<file path="config.mk">
export PLATFORM = sky130hd
export DESIGN_NAME = sag_guard
export DESIGN_NICKNAME = d
export VERILOG_FILES = /design/src/design/sag_pkg.sv /design/src/design/sag_guard.sv
export SDC_FILE = /design/constraint.sdc
export NUM_CORES = 2
export LEC_CHECK = 0
export ABC_AREA = 1
export BUFFER_PORTS_ARGS = -buffer_cell sky130_fd_sc_hd__buf_2
export CORE_AREA = 3 3 293 295
export DETAILED_ROUTE_END_ITERATION = 16
export DIE_AREA = 0 0 296 298
export GPL_TIMING_DRIVEN = 1
export HOLD_SLACK_MARGIN = 0.08
export MAX_ROUTING_LAYER = met4
export PLACE_DENSITY = 0.58
export SLEW_MARGIN = 10
export SYNTH_ARGS = -nofsm -noshare
export SYNTH_HDL_FRONTEND = slang
export SYNTH_SLANG_ARGS = --single-unit
</file>
<file path="constraint.sdc">
create_clock -name SYS_CLK -period 18.2 [get_ports SYS_CLK]
set_input_delay 1.82 -clock SYS_CLK [delete_from_list [all_inputs] [get_ports SYS_CLK]]
set_output_delay 1.82 -clock SYS_CLK [all_outputs]
set_load 0.01 [all_outputs]
</file>
<file path="src/design/sag_pkg.sv">
/*
 * Constants for the setpoint access guard: register map, field layout,
 * function and direction selections, and timing counts.
 * Assumes a 100 MHz system clock and a 32-bit internal register port.
 */
package sag_pkg;
   // Interfaces: index 0 is the front panel, 1..3 the serial ports
   localparam int NUM_SER = 3;
   localparam int NUM_IF  = 4;
   localparam int NUM_FT  = 4;

   // Passcode of eight 8-bit characters, first character in the low byte
   localparam int          CODE_W    = 64;
   localparam logic [63:0] CODE_ZERO = 64'h0000_0000_0000_0030;

   // Timing
   localparam int          CLK_PERIOD_NS = 10;
   localparam int          IDLE_MIN      = 30;
   localparam logic [63:0] IDLE_CYC_W    = 64'(IDLE_MIN) * 64'h0000_0000_0000_003c
                                           * 64'h0000_0000_3b9a_ca00 / 64'(CLK_PERIOD_NS);
   localparam logic [37:0] IDLE_CYCLES   = IDLE_CYC_W[37:0];
   localparam logic [31:0] MS_CYC_W      = 32'h000f_4240 / 32'(CLK_PERIOD_NS);
   localparam logic [16:0] MS_CYCLES     = MS_CYC_W[16:0];
   localparam logic [2:0]  AUX_LAG_MS    = 3'h5;

   // Register byte addresses
   localparam logic [7:0] REG_CODE_LO = 8'h00;
   localparam logic [7:0] REG_CODE_HI = 8'h04;
   localparam logic [7:0] REG_STATUS  = 8'h08;
   localparam logic [7:0] REG_LAT_CLR = 8'h0c;
   localparam logic [7:0] REG_CFG0    = 8'h10;
   localparam logic [7:0] REG_PICK0   = 8'h20;
   localparam logic [7:0] REG_DLY0    = 8'h30;
   localparam logic [7:0] REG_OUTS    = 8'h40;

   // Feature configuration fields
   localparam int CFG_W     = 11;
   localparam int CFG_FN_LO = 0;
   localparam int CFG_DR_LO = 3;
   localparam int CFG_AX_LO = 5;
   localparam int CFG_UNDER = 10;
   localparam int NUM_AUX   = 5;
   localparam logic [10:0] CFG_RST = 11'h000;

   typedef enum logic [2:0] {
      FN_DISABLED,
      FN_ENABLED,
      FN_TRIP,
      FN_TRIP_WITH_RECLOSE_INITIATE,
      FN_ALARM,
      FN_LATCHED_ALARM,
      FN_CONTROL
   } sag_fn_t;

   typedef enum logic [1:0] {
      DIR_ANY,
      DIR_FORWARD,
      DIR_REVERSE
   } sag_dir_t;
endpackage : sag_pkg

</file>
<file path="src/design/sag_guard.sv">
/*
 * Setpoint access guard: jumper and passcode gating of setting changes
 * per interface, idle timeout, and per-feature function decoding into
 * trip, auxiliary relay, reclose initiate, message and event outputs.
 * Assumes all inputs synchronous to SYS_CLK; change requests, code entries
 * and activity marks are one-cycle pulses from the panel and port handlers.
 */
// Decided for this implementation: the address-and-strobe port and the address map.
// Notes on behaviour
// - Panel change refused without jumper, error raised
// - Serial changes ignore the jumper
// - Stored eight-character passcode compared on entry
// - Passcode zero removes all passcode restriction
// - Nonzero passcode locks every interface until entered
// - Each interface keeps its own access enable
// - Panel command clears panel access
// - Wrong serial passcode clears that port's access
// - Thirty idle minutes clear an interface's access
// - Disabled feature does nothing; enabled operates
// - Trip drives trip relay, aux mask, message
// - Trip with reclose also pulses initiate
// - Alarm drives selected aux relays and message
// - Control drives selected aux relays only
// - Event logged for trip, reclose, alarm, control
// - Per-feature mask selects aux relays three-seven
// - Element compares measurement over or under pickup
// - Programmable delay before element output acts
// - Aux relays follow trip by five ms
// - Direction selection gates element by indication
`timescale 1ns/1ns
module sag_guard #(
   parameter logic [37:0] IDLE_CYCLES = sag_pkg::IDLE_CYCLES,
   parameter logic [16:0] MS_CYCLES   = sag_pkg::MS_CYCLES
) (
   // Clock and reset
   input  wire logic         SYS_CLK,
   input  wire logic         RST,
   // Register port
   input  wire logic [7:0]   ADDR,
   input  wire logic [31:0]  WDATA,
   input  wire logic         WR,
   input  wire logic         RD,
   output logic      [31:0]  RDATA,
   // Front panel
   input  wire logic         JUMPER,
   input  wire logic         PANEL_ACT,
   input  wire logic         PANEL_CODE_VLD,
   input  wire logic [63:0]  PANEL_CODE,
   input  wire logic         PANEL_CLR,
   input  wire logic         PANEL_CHG_REQ,
   output logic              PANEL_CHG_OK,
   output logic              PANEL_CHG_ERR,
   // Serial ports, port p in bit p or slice p; ACCESS_EN has the panel in bit 0 and port p in bit p+1
   input  wire logic [2:0]   SER_ACT,
   input  wire logic [2:0]   SER_CODE_WR,
   input  wire logic [191:0] SER_CODE,
   input  wire logic [2:0]   SER_CHG_REQ,
   output logic      [2:0]   SER_CHG_OK,
   output logic      [2:0]   SER_CHG_ERR,
   output logic      [3:0]   ACCESS_EN,
   // Feature inputs, feature f in slice f
   input  wire logic [63:0]  MEAS,
   input  wire logic [3:0]   DIR_FWD,
   input  wire logic [3:0]   DIR_REV,
   // Feature outputs
   output logic              TRIP_RELAY,
   output logic      [4:0]   AUX_RELAY,
   output logic      [3:0]   RECLOSE_INIT,
   output logic      [3:0]   TRIP_MSG,
   output logic      [3:0]   ALARM_MSG,
   output logic      [3:0]   EVENT_LOG
);
   typedef struct packed {
      logic [63:0]       code;
      logic [3:0]        acc;
      logic [3:0][37:0]  idle;
      logic              pan_ok;
      logic              pan_err;
      logic [2:0]        ser_ok;
      logic [2:0]        ser_err;
      logic [3:0][10:0]  cfg;
      logic [3:0][15:0]  pick;
      logic [3:0][15:0]  dly;
      logic [16:0]       pre;
      logic              tick;
      logic [3:0][15:0]  cnt;
      logic [3:0]        op;
      logic [3:0][2:0]   lag;
      logic [3:0]        aux_op;
      logic [3:0]        lat;
      logic              trip;
      logic [4:0]        aux;
      logic [3:0]        rinit;
      logic [3:0]        tmsg;
      logic [3:0]        amsg;
      logic [3:0]        evt;
      logic [31:0]       rdata;
   } sag_state_t;

   sag_state_t q;
   sag_state_t d;

   logic            code_zero;
   logic [3:0]      act;
   logic [3:0]      hit;
   logic [3:0]      miss;
   logic [3:0]      expire;
   logic [3:0]      raw;
   sag_pkg::sag_fn_t fn [4];

   // Zero passcode lifts all passcode restriction
   assign code_zero = (q.code == sag_pkg::CODE_ZERO);

   always_comb begin
      int i;
      logic [7:0] a;
      logic       trip_like;
      logic       drives;
      logic       dir_ok;
      logic       cmp;
      sag_pkg::sag_dir_t dr;
      i         = 0;
      d         = q;
      a         = ADDR;
      trip_like = 1'b0;
      drives    = 1'b0;
      dir_ok    = 1'b0;
      cmp       = 1'b0;
      dr        = sag_pkg::DIR_ANY;
      act       = {SER_ACT | SER_CODE_WR | SER_CHG_REQ,
                   PANEL_ACT | PANEL_CODE_VLD | PANEL_CHG_REQ | PANEL_CLR};
      hit       = 4'h0;
      miss      = 4'h0;
      expire    = 4'h0;
      raw       = 4'h0;

      // Register writes
      if (WR) begin
         if (a == sag_pkg::REG_CODE_LO) begin
            d.code[31:0] = WDATA;
         end
         if (a == sag_pkg::REG_CODE_HI) begin
            d.code[63:32] = WDATA;
         end
         for (i = 0; i < sag_pkg::NUM_FT; i++) begin
            if (a == sag_pkg::REG_CFG0 + 8'(4 * i)) begin
               d.cfg[i] = WDATA[10:0];
            end
            if (a == sag_pkg::REG_PICK0 + 8'(4 * i)) begin
               d.pick[i] = WDATA[15:0];
            end
            if (a == sag_pkg::REG_DLY0 + 8'(4 * i)) begin
               d.dly[i] = WDATA[15:0];
            end
         end
      end

      // Code entry outcome per interface; exact match only
      hit[0]  = PANEL_CODE_VLD && (PANEL_CODE == q.code);
      miss[0] = PANEL_CODE_VLD && (PANEL_CODE != q.code);
      for (i = 0; i < sag_pkg::NUM_SER; i++) begin
         hit[i+1]  = SER_CODE_WR[i] && (SER_CODE[i*64 +: 64] == q.code);
         miss[i+1] = SER_CODE_WR[i] && (SER_CODE[i*64 +: 64] != q.code);
      end

      // Access enables and idle timers, each interface on its own
      for (i = 0; i < sag_pkg::NUM_IF; i++) begin
         expire[i] = q.acc[i] && !act[i] && (q.idle[i] == IDLE_CYCLES - 38'h0_0000_0001);
         if (act[i] || !q.acc[i]) begin
            d.idle[i] = 38'h0_0000_0000;
         end else begin
            d.idle[i] = q.idle[i] + 38'h0_0000_0001;
         end
         if (expire[i] || miss[i]) begin
            d.acc[i] = 1'b0;
         end
         if (i == 0 && PANEL_CLR) begin
            d.acc[i] = 1'b0;
         end
         // Unlock wins over a clear landing in the same cycle
         if (hit[i]) begin
            d.acc[i] = 1'b1;
         end
      end

      // Change request answers, one cycle after the request
      d.pan_ok  = PANEL_CHG_REQ && JUMPER && (code_zero || q.acc[0]);
      d.pan_err = PANEL_CHG_REQ && !(JUMPER && (code_zero || q.acc[0]));
      for (i = 0; i < sag_pkg::NUM_SER; i++) begin
         // Jumper plays no part on serial ports
         d.ser_ok[i]  = SER_CHG_REQ[i] && (code_zero || q.acc[i+1]);
         d.ser_err[i] = SER_CHG_REQ[i] && !(code_zero || q.acc[i+1]);
      end

      // Millisecond tick shared by all delays
      d.tick = (q.pre == MS_CYCLES - 17'h0_0001);
      d.pre  = d.tick ? 17'h0_0000 : q.pre + 17'h0_0001;

      d.trip  = 1'b0;
      d.aux   = 5'h00;
      d.rinit = 4'h0;
      d.evt   = 4'h0;
      for (i = 0; i < sag_pkg::NUM_FT; i++) begin
         if (q.cfg[i][2:0] > 3'(sag_pkg::FN_CONTROL)) begin
            fn[i] = sag_pkg::FN_DISABLED;
         end else begin
            fn[i] = sag_pkg::sag_fn_t'(q.cfg[i][2:0]);
         end
         dr = sag_pkg::sag_dir_t'(q.cfg[i][sag_pkg::CFG_DR_LO +: 2]);
         unique case (dr)
            sag_pkg::DIR_ANY:     dir_ok = 1'b1;
            sag_pkg::DIR_FORWARD: dir_ok = DIR_FWD[i];
            sag_pkg::DIR_REVERSE: dir_ok = DIR_REV[i];
            default:              dir_ok = 1'b0;
         endcase
         if (q.cfg[i][sag_pkg::CFG_UNDER]) begin
            cmp = MEAS[i*16 +: 16] < q.pick[i];
         end else begin
            cmp = MEAS[i*16 +: 16] > q.pick[i];
         end
         raw[i] = cmp && dir_ok && (fn[i] != sag_pkg::FN_DISABLED);

         // Programmable delay from dly, in milliseconds, before the output acts
         if (!raw[i]) begin
            d.cnt[i] = 16'h0000;
         end else if (q.tick && q.cnt[i] < q.dly[i]) begin
            d.cnt[i] = q.cnt[i] + 16'h0001;
         end
         d.op[i] = raw[i] && (q.cnt[i] >= q.dly[i]);

         // Aux contacts trail the trip contact by a fixed lag
         if (!q.op[i]) begin
            d.lag[i] = 3'h0;
         end else if (q.tick && q.lag[i] < sag_pkg::AUX_LAG_MS) begin
            d.lag[i] = q.lag[i] + 3'h1;
         end
         d.aux_op[i] = q.op[i] && (q.lag[i] >= sag_pkg::AUX_LAG_MS);

         trip_like = (fn[i] == sag_pkg::FN_TRIP) ||
                     (fn[i] == sag_pkg::FN_TRIP_WITH_RECLOSE_INITIATE);
         drives    = trip_like || (fn[i] == sag_pkg::FN_ALARM) ||
                     (fn[i] == sag_pkg::FN_LATCHED_ALARM) || (fn[i] == sag_pkg::FN_CONTROL);
         if (trip_like && q.op[i]) begin
            d.trip = 1'b1;
         end
         if (drives && q.aux_op[i]) begin
            d.aux = d.aux | q.cfg[i][sag_pkg::CFG_AX_LO +: sag_pkg::NUM_AUX];
         end
         d.tmsg[i]  = trip_like && q.op[i];
         d.rinit[i] = (fn[i] == sag_pkg::FN_TRIP_WITH_RECLOSE_INITIATE)
                      && q.op[i] && !q.lat[i];
         // Latched alarm holds its message until cleared by software
         if (WR && a == sag_pkg::REG_LAT_CLR && WDATA[i]) begin
            d.amsg[i] = 1'b0;
         end else if (fn[i] != sag_pkg::FN_LATCHED_ALARM) begin
            d.amsg[i] = 1'b0;
         end
         if ((fn[i] == sag_pkg::FN_ALARM || fn[i] == sag_pkg::FN_LATCHED_ALARM) && q.op[i]) begin
            d.amsg[i] = 1'b1;
         end
         d.evt[i] = q.op[i] && !q.lat[i] && (trip_like || fn[i] == sag_pkg::FN_ALARM ||
                    fn[i] == sag_pkg::FN_CONTROL);
         d.lat[i] = q.op[i];
      end

      // Read data; passcode reads back as zero so it cannot be sniffed
      d.rdata = 32'h0000_0000;
      if (RD) begin
         if (a == sag_pkg::REG_STATUS) begin
            d.rdata = {26'h000_0000, !code_zero, JUMPER, q.acc};
         end
         if (a == sag_pkg::REG_OUTS) begin
            d.rdata = {14'h0000, q.amsg, q.tmsg, q.op, q.aux, q.trip};
         end
         for (i = 0; i < sag_pkg::NUM_FT; i++) begin
            if (a == sag_pkg::REG_CFG0 + 8'(4 * i)) begin
               d.rdata = {21'h00_0000, q.cfg[i]};
            end
            if (a == sag_pkg::REG_PICK0 + 8'(4 * i)) begin
               d.rdata = {16'h0000, q.pick[i]};
            end
            if (a == sag_pkg::REG_DLY0 + 8'(4 * i)) begin
               d.rdata = {16'h0000, q.dly[i]};
            end
         end
      end
   end

   always_ff @(posedge SYS_CLK or posedge RST) begin
      if (RST) begin
         q         <= '0;
         q.code    <= sag_pkg::CODE_ZERO;
         q.cfg     <= {4{sag_pkg::CFG_RST}};
      end else begin
         q <= d;
      end
   end

   assign RDATA         = q.rdata;
   assign PANEL_CHG_OK  = q.pan_ok;
   assign PANEL_CHG_ERR = q.pan_err;
   assign SER_CHG_OK    = q.ser_ok;
   assign SER_CHG_ERR   = q.ser_err;
   assign ACCESS_EN     = q.acc;
   assign TRIP_RELAY    = q.trip;
   assign AUX_RELAY     = q.aux;
   assign RECLOSE_INIT  = q.rinit;
   assign TRIP_MSG      = q.tmsg;
   assign ALARM_MSG     = q.amsg;
   assign EVENT_LOG     = q.evt;
endmodule : sag_guard

</file>
==> results.tsv <==
stage	metric	value	unit
final_layout	final_common_cell	nand2_1	
pwr	combPwrFrac	0.097	
final_layout	drive_above_1_share	0.153	
floorplanning	row_count	106	
logic_synthesis	synth_area	33300	µm²
final_layout	fillers	8355	
worst_setup_path	r2r_cells	11	
floorplanning	die_w	296	µm
min_path	hold_path_class	flop to flop	
clock_network	clock_latency	610	ps
sta	final_max_slew_viol_count	0	
clock_network	cts_tree	done	
clock_network	htreeDepth	3	
place	dp.final_hpwl	94000	µm
place	place.gp.congestion	0.979	
job	maxCapViolCount	0	
floorplanning	core_area	83400	µm²
logic_synthesis	synth_edf_count	0	
min_path	min_path_cells	1	
pwr	power_leakage	17.1	nW
pwr	internal_power	0.00224	W
clock_network	cts_resized	0	
detailed_routing	dr.pass1.iters	6	
pwr	powerDensity	78.5	nW/µm²
floorplanning	die_area	88200	µm²
final_layout	nNetsFinal	5159	
detailed_routing	drtIter0Drc	2621	
grt	grt-ovfl-total	0	
sta	worstMarginPinSlew	1100	ps
detailed_routing	viasPerCell	5.29	
logic_synthesis	synth-seq-cells	546	
grt	track_usage	0.277	
logic_synthesis	ys_top_cells_by_area	dfrtp_1, nand2_1, o21ai_0	
outcome	outcome	completed	
floorplanning	die-height	298	µm
detailed_routing	drc	0	
grt	antenna_found_initial	31	
worst_setup_path	worst_ep_arrival_time	4510	ps
worst_setup_path	critPathLaunchType	input pin	
sta	slew_headroom	0.262	
clock_network	postCtsSetupRepairBufs	0	
grt	grt_first_pass_wirelength	179000	µm
grt	grt_pass1_vias	28872	
worst_setup_path	path_class	input pin to flop	
logic_synthesis	async_flop_share	1.00	
sta	period_minus_slack	4050	ps
clock_network	numCtsBuffers	67	
logic_synthesis	avgSynthCellArea	7.80	µm²
clock_network	cts_buffer_depth	3	
sta	setup_viol	0	
pwr	seqPwrFrac	0.425	
pwr	sw_frac_of_total	0.261	
worst_setup_path	critPathRequiredTime	18650	ps
place	place_inst	5627	
clock_network	clock_sinks	546	
detailed_routing	drtAntennaViolNets	0	
detailed_routing	drt-wirelength-per-cell	20.9	µm
clock_network	root_buffer	clkbuf_16	
floorplanning	initial_core_util	0.399	
final_layout	area_growth	15.7	%
clock_network	clk_pin_slew	60	ps
grt	grt_start_max_net_pins	165	
sta	fin_tns_setup	0	ps
pwr	p_sw	0.000790	W
logic_synthesis	synth.distinct_cells	67	
logic_synthesis	yosys_warnings	0	
clock_network	postCtsHoldBufs	0	
final_layout	fin_cells	5775	
final_layout	layout_common_cells	nand2_1, dfrtp_1, inv_1	
detailed_routing	finalWirelength	121000	µm
sta	rsz0062_at_grt	no	
sta	post-route-period-util	0.223	
sta	fmax	0.247	GHz
detailed_routing	dr_total_vias	30548	
pwr	vdd_drop_max	0.0000636	V
worst_setup_path	cp-end-kind	flop	
logic_synthesis	yosys.area.top_type	dfrtp_1	
place	numPortBuffers	437	
sta	skew	16.2	ps
logic_synthesis	yosysTopAreaCellShare	0.409	
worst_setup_path	cp_max_fo	22	
pwr	pwr-share-clk	0.478	
logic_synthesis	yosysSeqAreaShare	0.410	
sta	hold_violations	0	
floorplanning	pin_count	452	
logic_synthesis	synthFlopType	dfrtp_1	
logic_synthesis	synthesis.instances	4269	
[metal layers]
metal | up-vias | routed length, µm | track usage
li1 | 14803 | - | -
met5 | - | 0 | -
met1 | 14453 | 51800 | 0.357
met3 | 203 | 10100 | 0.0691
met2 | 1089 | 54400 | 0.422
met4 | 0 | 4540 | 0.103
[logic make-up (layout without fill, tap and decap cells)]
logic type,count (synthesis),in the layout,synth area share
muxes,1,1,0.000301
buffers and inverters,726,1113,0.0902
xor gates and xnor gates,230,230,0.0605
DFF,546,546,0.410
and+or+nand+nor,1803,1803,0.244
adders and majority gates,157,157,0.0590
other,1,40,0.000113
AOI/OAI and AO/OA,805,805,0.135
[flip-flops by register name, indices dropped and copies added (netlist names)]
name and flops:
EVENT_LOG 4, AUX_RELAY 5, ACCESS_EN 4, RECLOSE_INIT 4
SER_CHG_OK 3, ALARM_MSG 4, q 490, d 4
TRIP_RELAY 1, PANEL_CHG_ERR 1, PANEL_CHG_OK 1, RDATA 18
TRIP_MSG 4, SER_CHG_ERR 3
[cells in the mapped netlist (all sizes together) (2+ instances only)]
cell type / number
o221a: 2
nor3b: 6
a21o: 2
nand3: 161
nand3b: 12
ha: 157
o21bai: 5
o22ai: 7
o21a: 14
a221oi: 7
or2: 39
o221ai: 4
o31ai: 9
o2111ai: 35
buf: 93
clkinv: 5
nand4: 97
a21boi: 3
a2111oi: 6
a32o: 4
o211ai: 10
nor3: 139
nor2: 362
o21ba: 2
a31oi: 6
o41ai: 2
nor4b: 3
nand2: 901
a2bb2oi: 2
dfstp: 2
a211oi: 23
clkbuf: 94
o21ai: 428
xnor2: 88
dfrtp: 544
nor4: 79
inv: 534
xor2: 142
a21oi: 229
[cell type report]
class                           count  area [µm²]  area share
Inverter                          539        2030      0.0527
Clock buffer                       94        2010      0.0522
Clock inverter                     28         380     0.00987
Antenna cell                       26        65.1     0.00169
Multi-Input combinational cell   3010       16700       0.433
Sequential cell                   546       13700       0.355
Tap cell                         1080        1350      0.0351
Timing Repair Buffer              452        2320      0.0603
[stage by stage]
step / power (W) / hold slack, ps / cell area [µm²] / setup WS (ps) / util
final: 0.00303 / 433 / 38500 / 14150 / 0.462
after CTS: 0.00305 / 432 / 38500 / 13840 / 0.461
after floorplan: 0.00146 / 394 / 33300 / 1120 / -
after global placement: 0.00160 / 417 / 36100 / 13260 / 0.432
after global routing: 0.00314 / 451 / 38500 / 13850 / 0.462
after detailed placement: 0.00160 / 419 / 36100 / 13180 / 0.432
[critical path: stages]
cell and delay (ps):
buf_2 110, nor2_4 210, inv_1 60, nor3_1 210, inv_1 130, nor2_1 720, inv_1 380, nor2_2 700
o21ai_0 160
[final timing paths]
path,startpoint,to,slack (ps)
max,ADDR[1],q[329],14150
min,q[55],RECLOSE_INIT[1],430
max in group asynchronous,RST,q[387],14620
min reg2reg,q[55],RECLOSE_INIT[1],430
max reg2reg,q[101],q[103],15210
min in group asynchronous,RST,SER_CHG_ERR[1],1380
[power by group through the flow]
| stage | clock [W] | sequential [W] | combinational, W |
|---|---|---|---|
| floorplan | 0 | 0.00128 | 0.000175 |
| global placement | 0 | 0.00131 | 0.000290 |
| detailed placement | 0 | 0.00131 | 0.000293 |
| CTS | 0.00147 | 0.00128 | 0.000295 |
| global route | 0.00152 | 0.00129 | 0.000330 |
| finish | 0.00144 | 0.00129 | 0.000294 |
No activity file was read; power rests on OpenSTA's default activity.
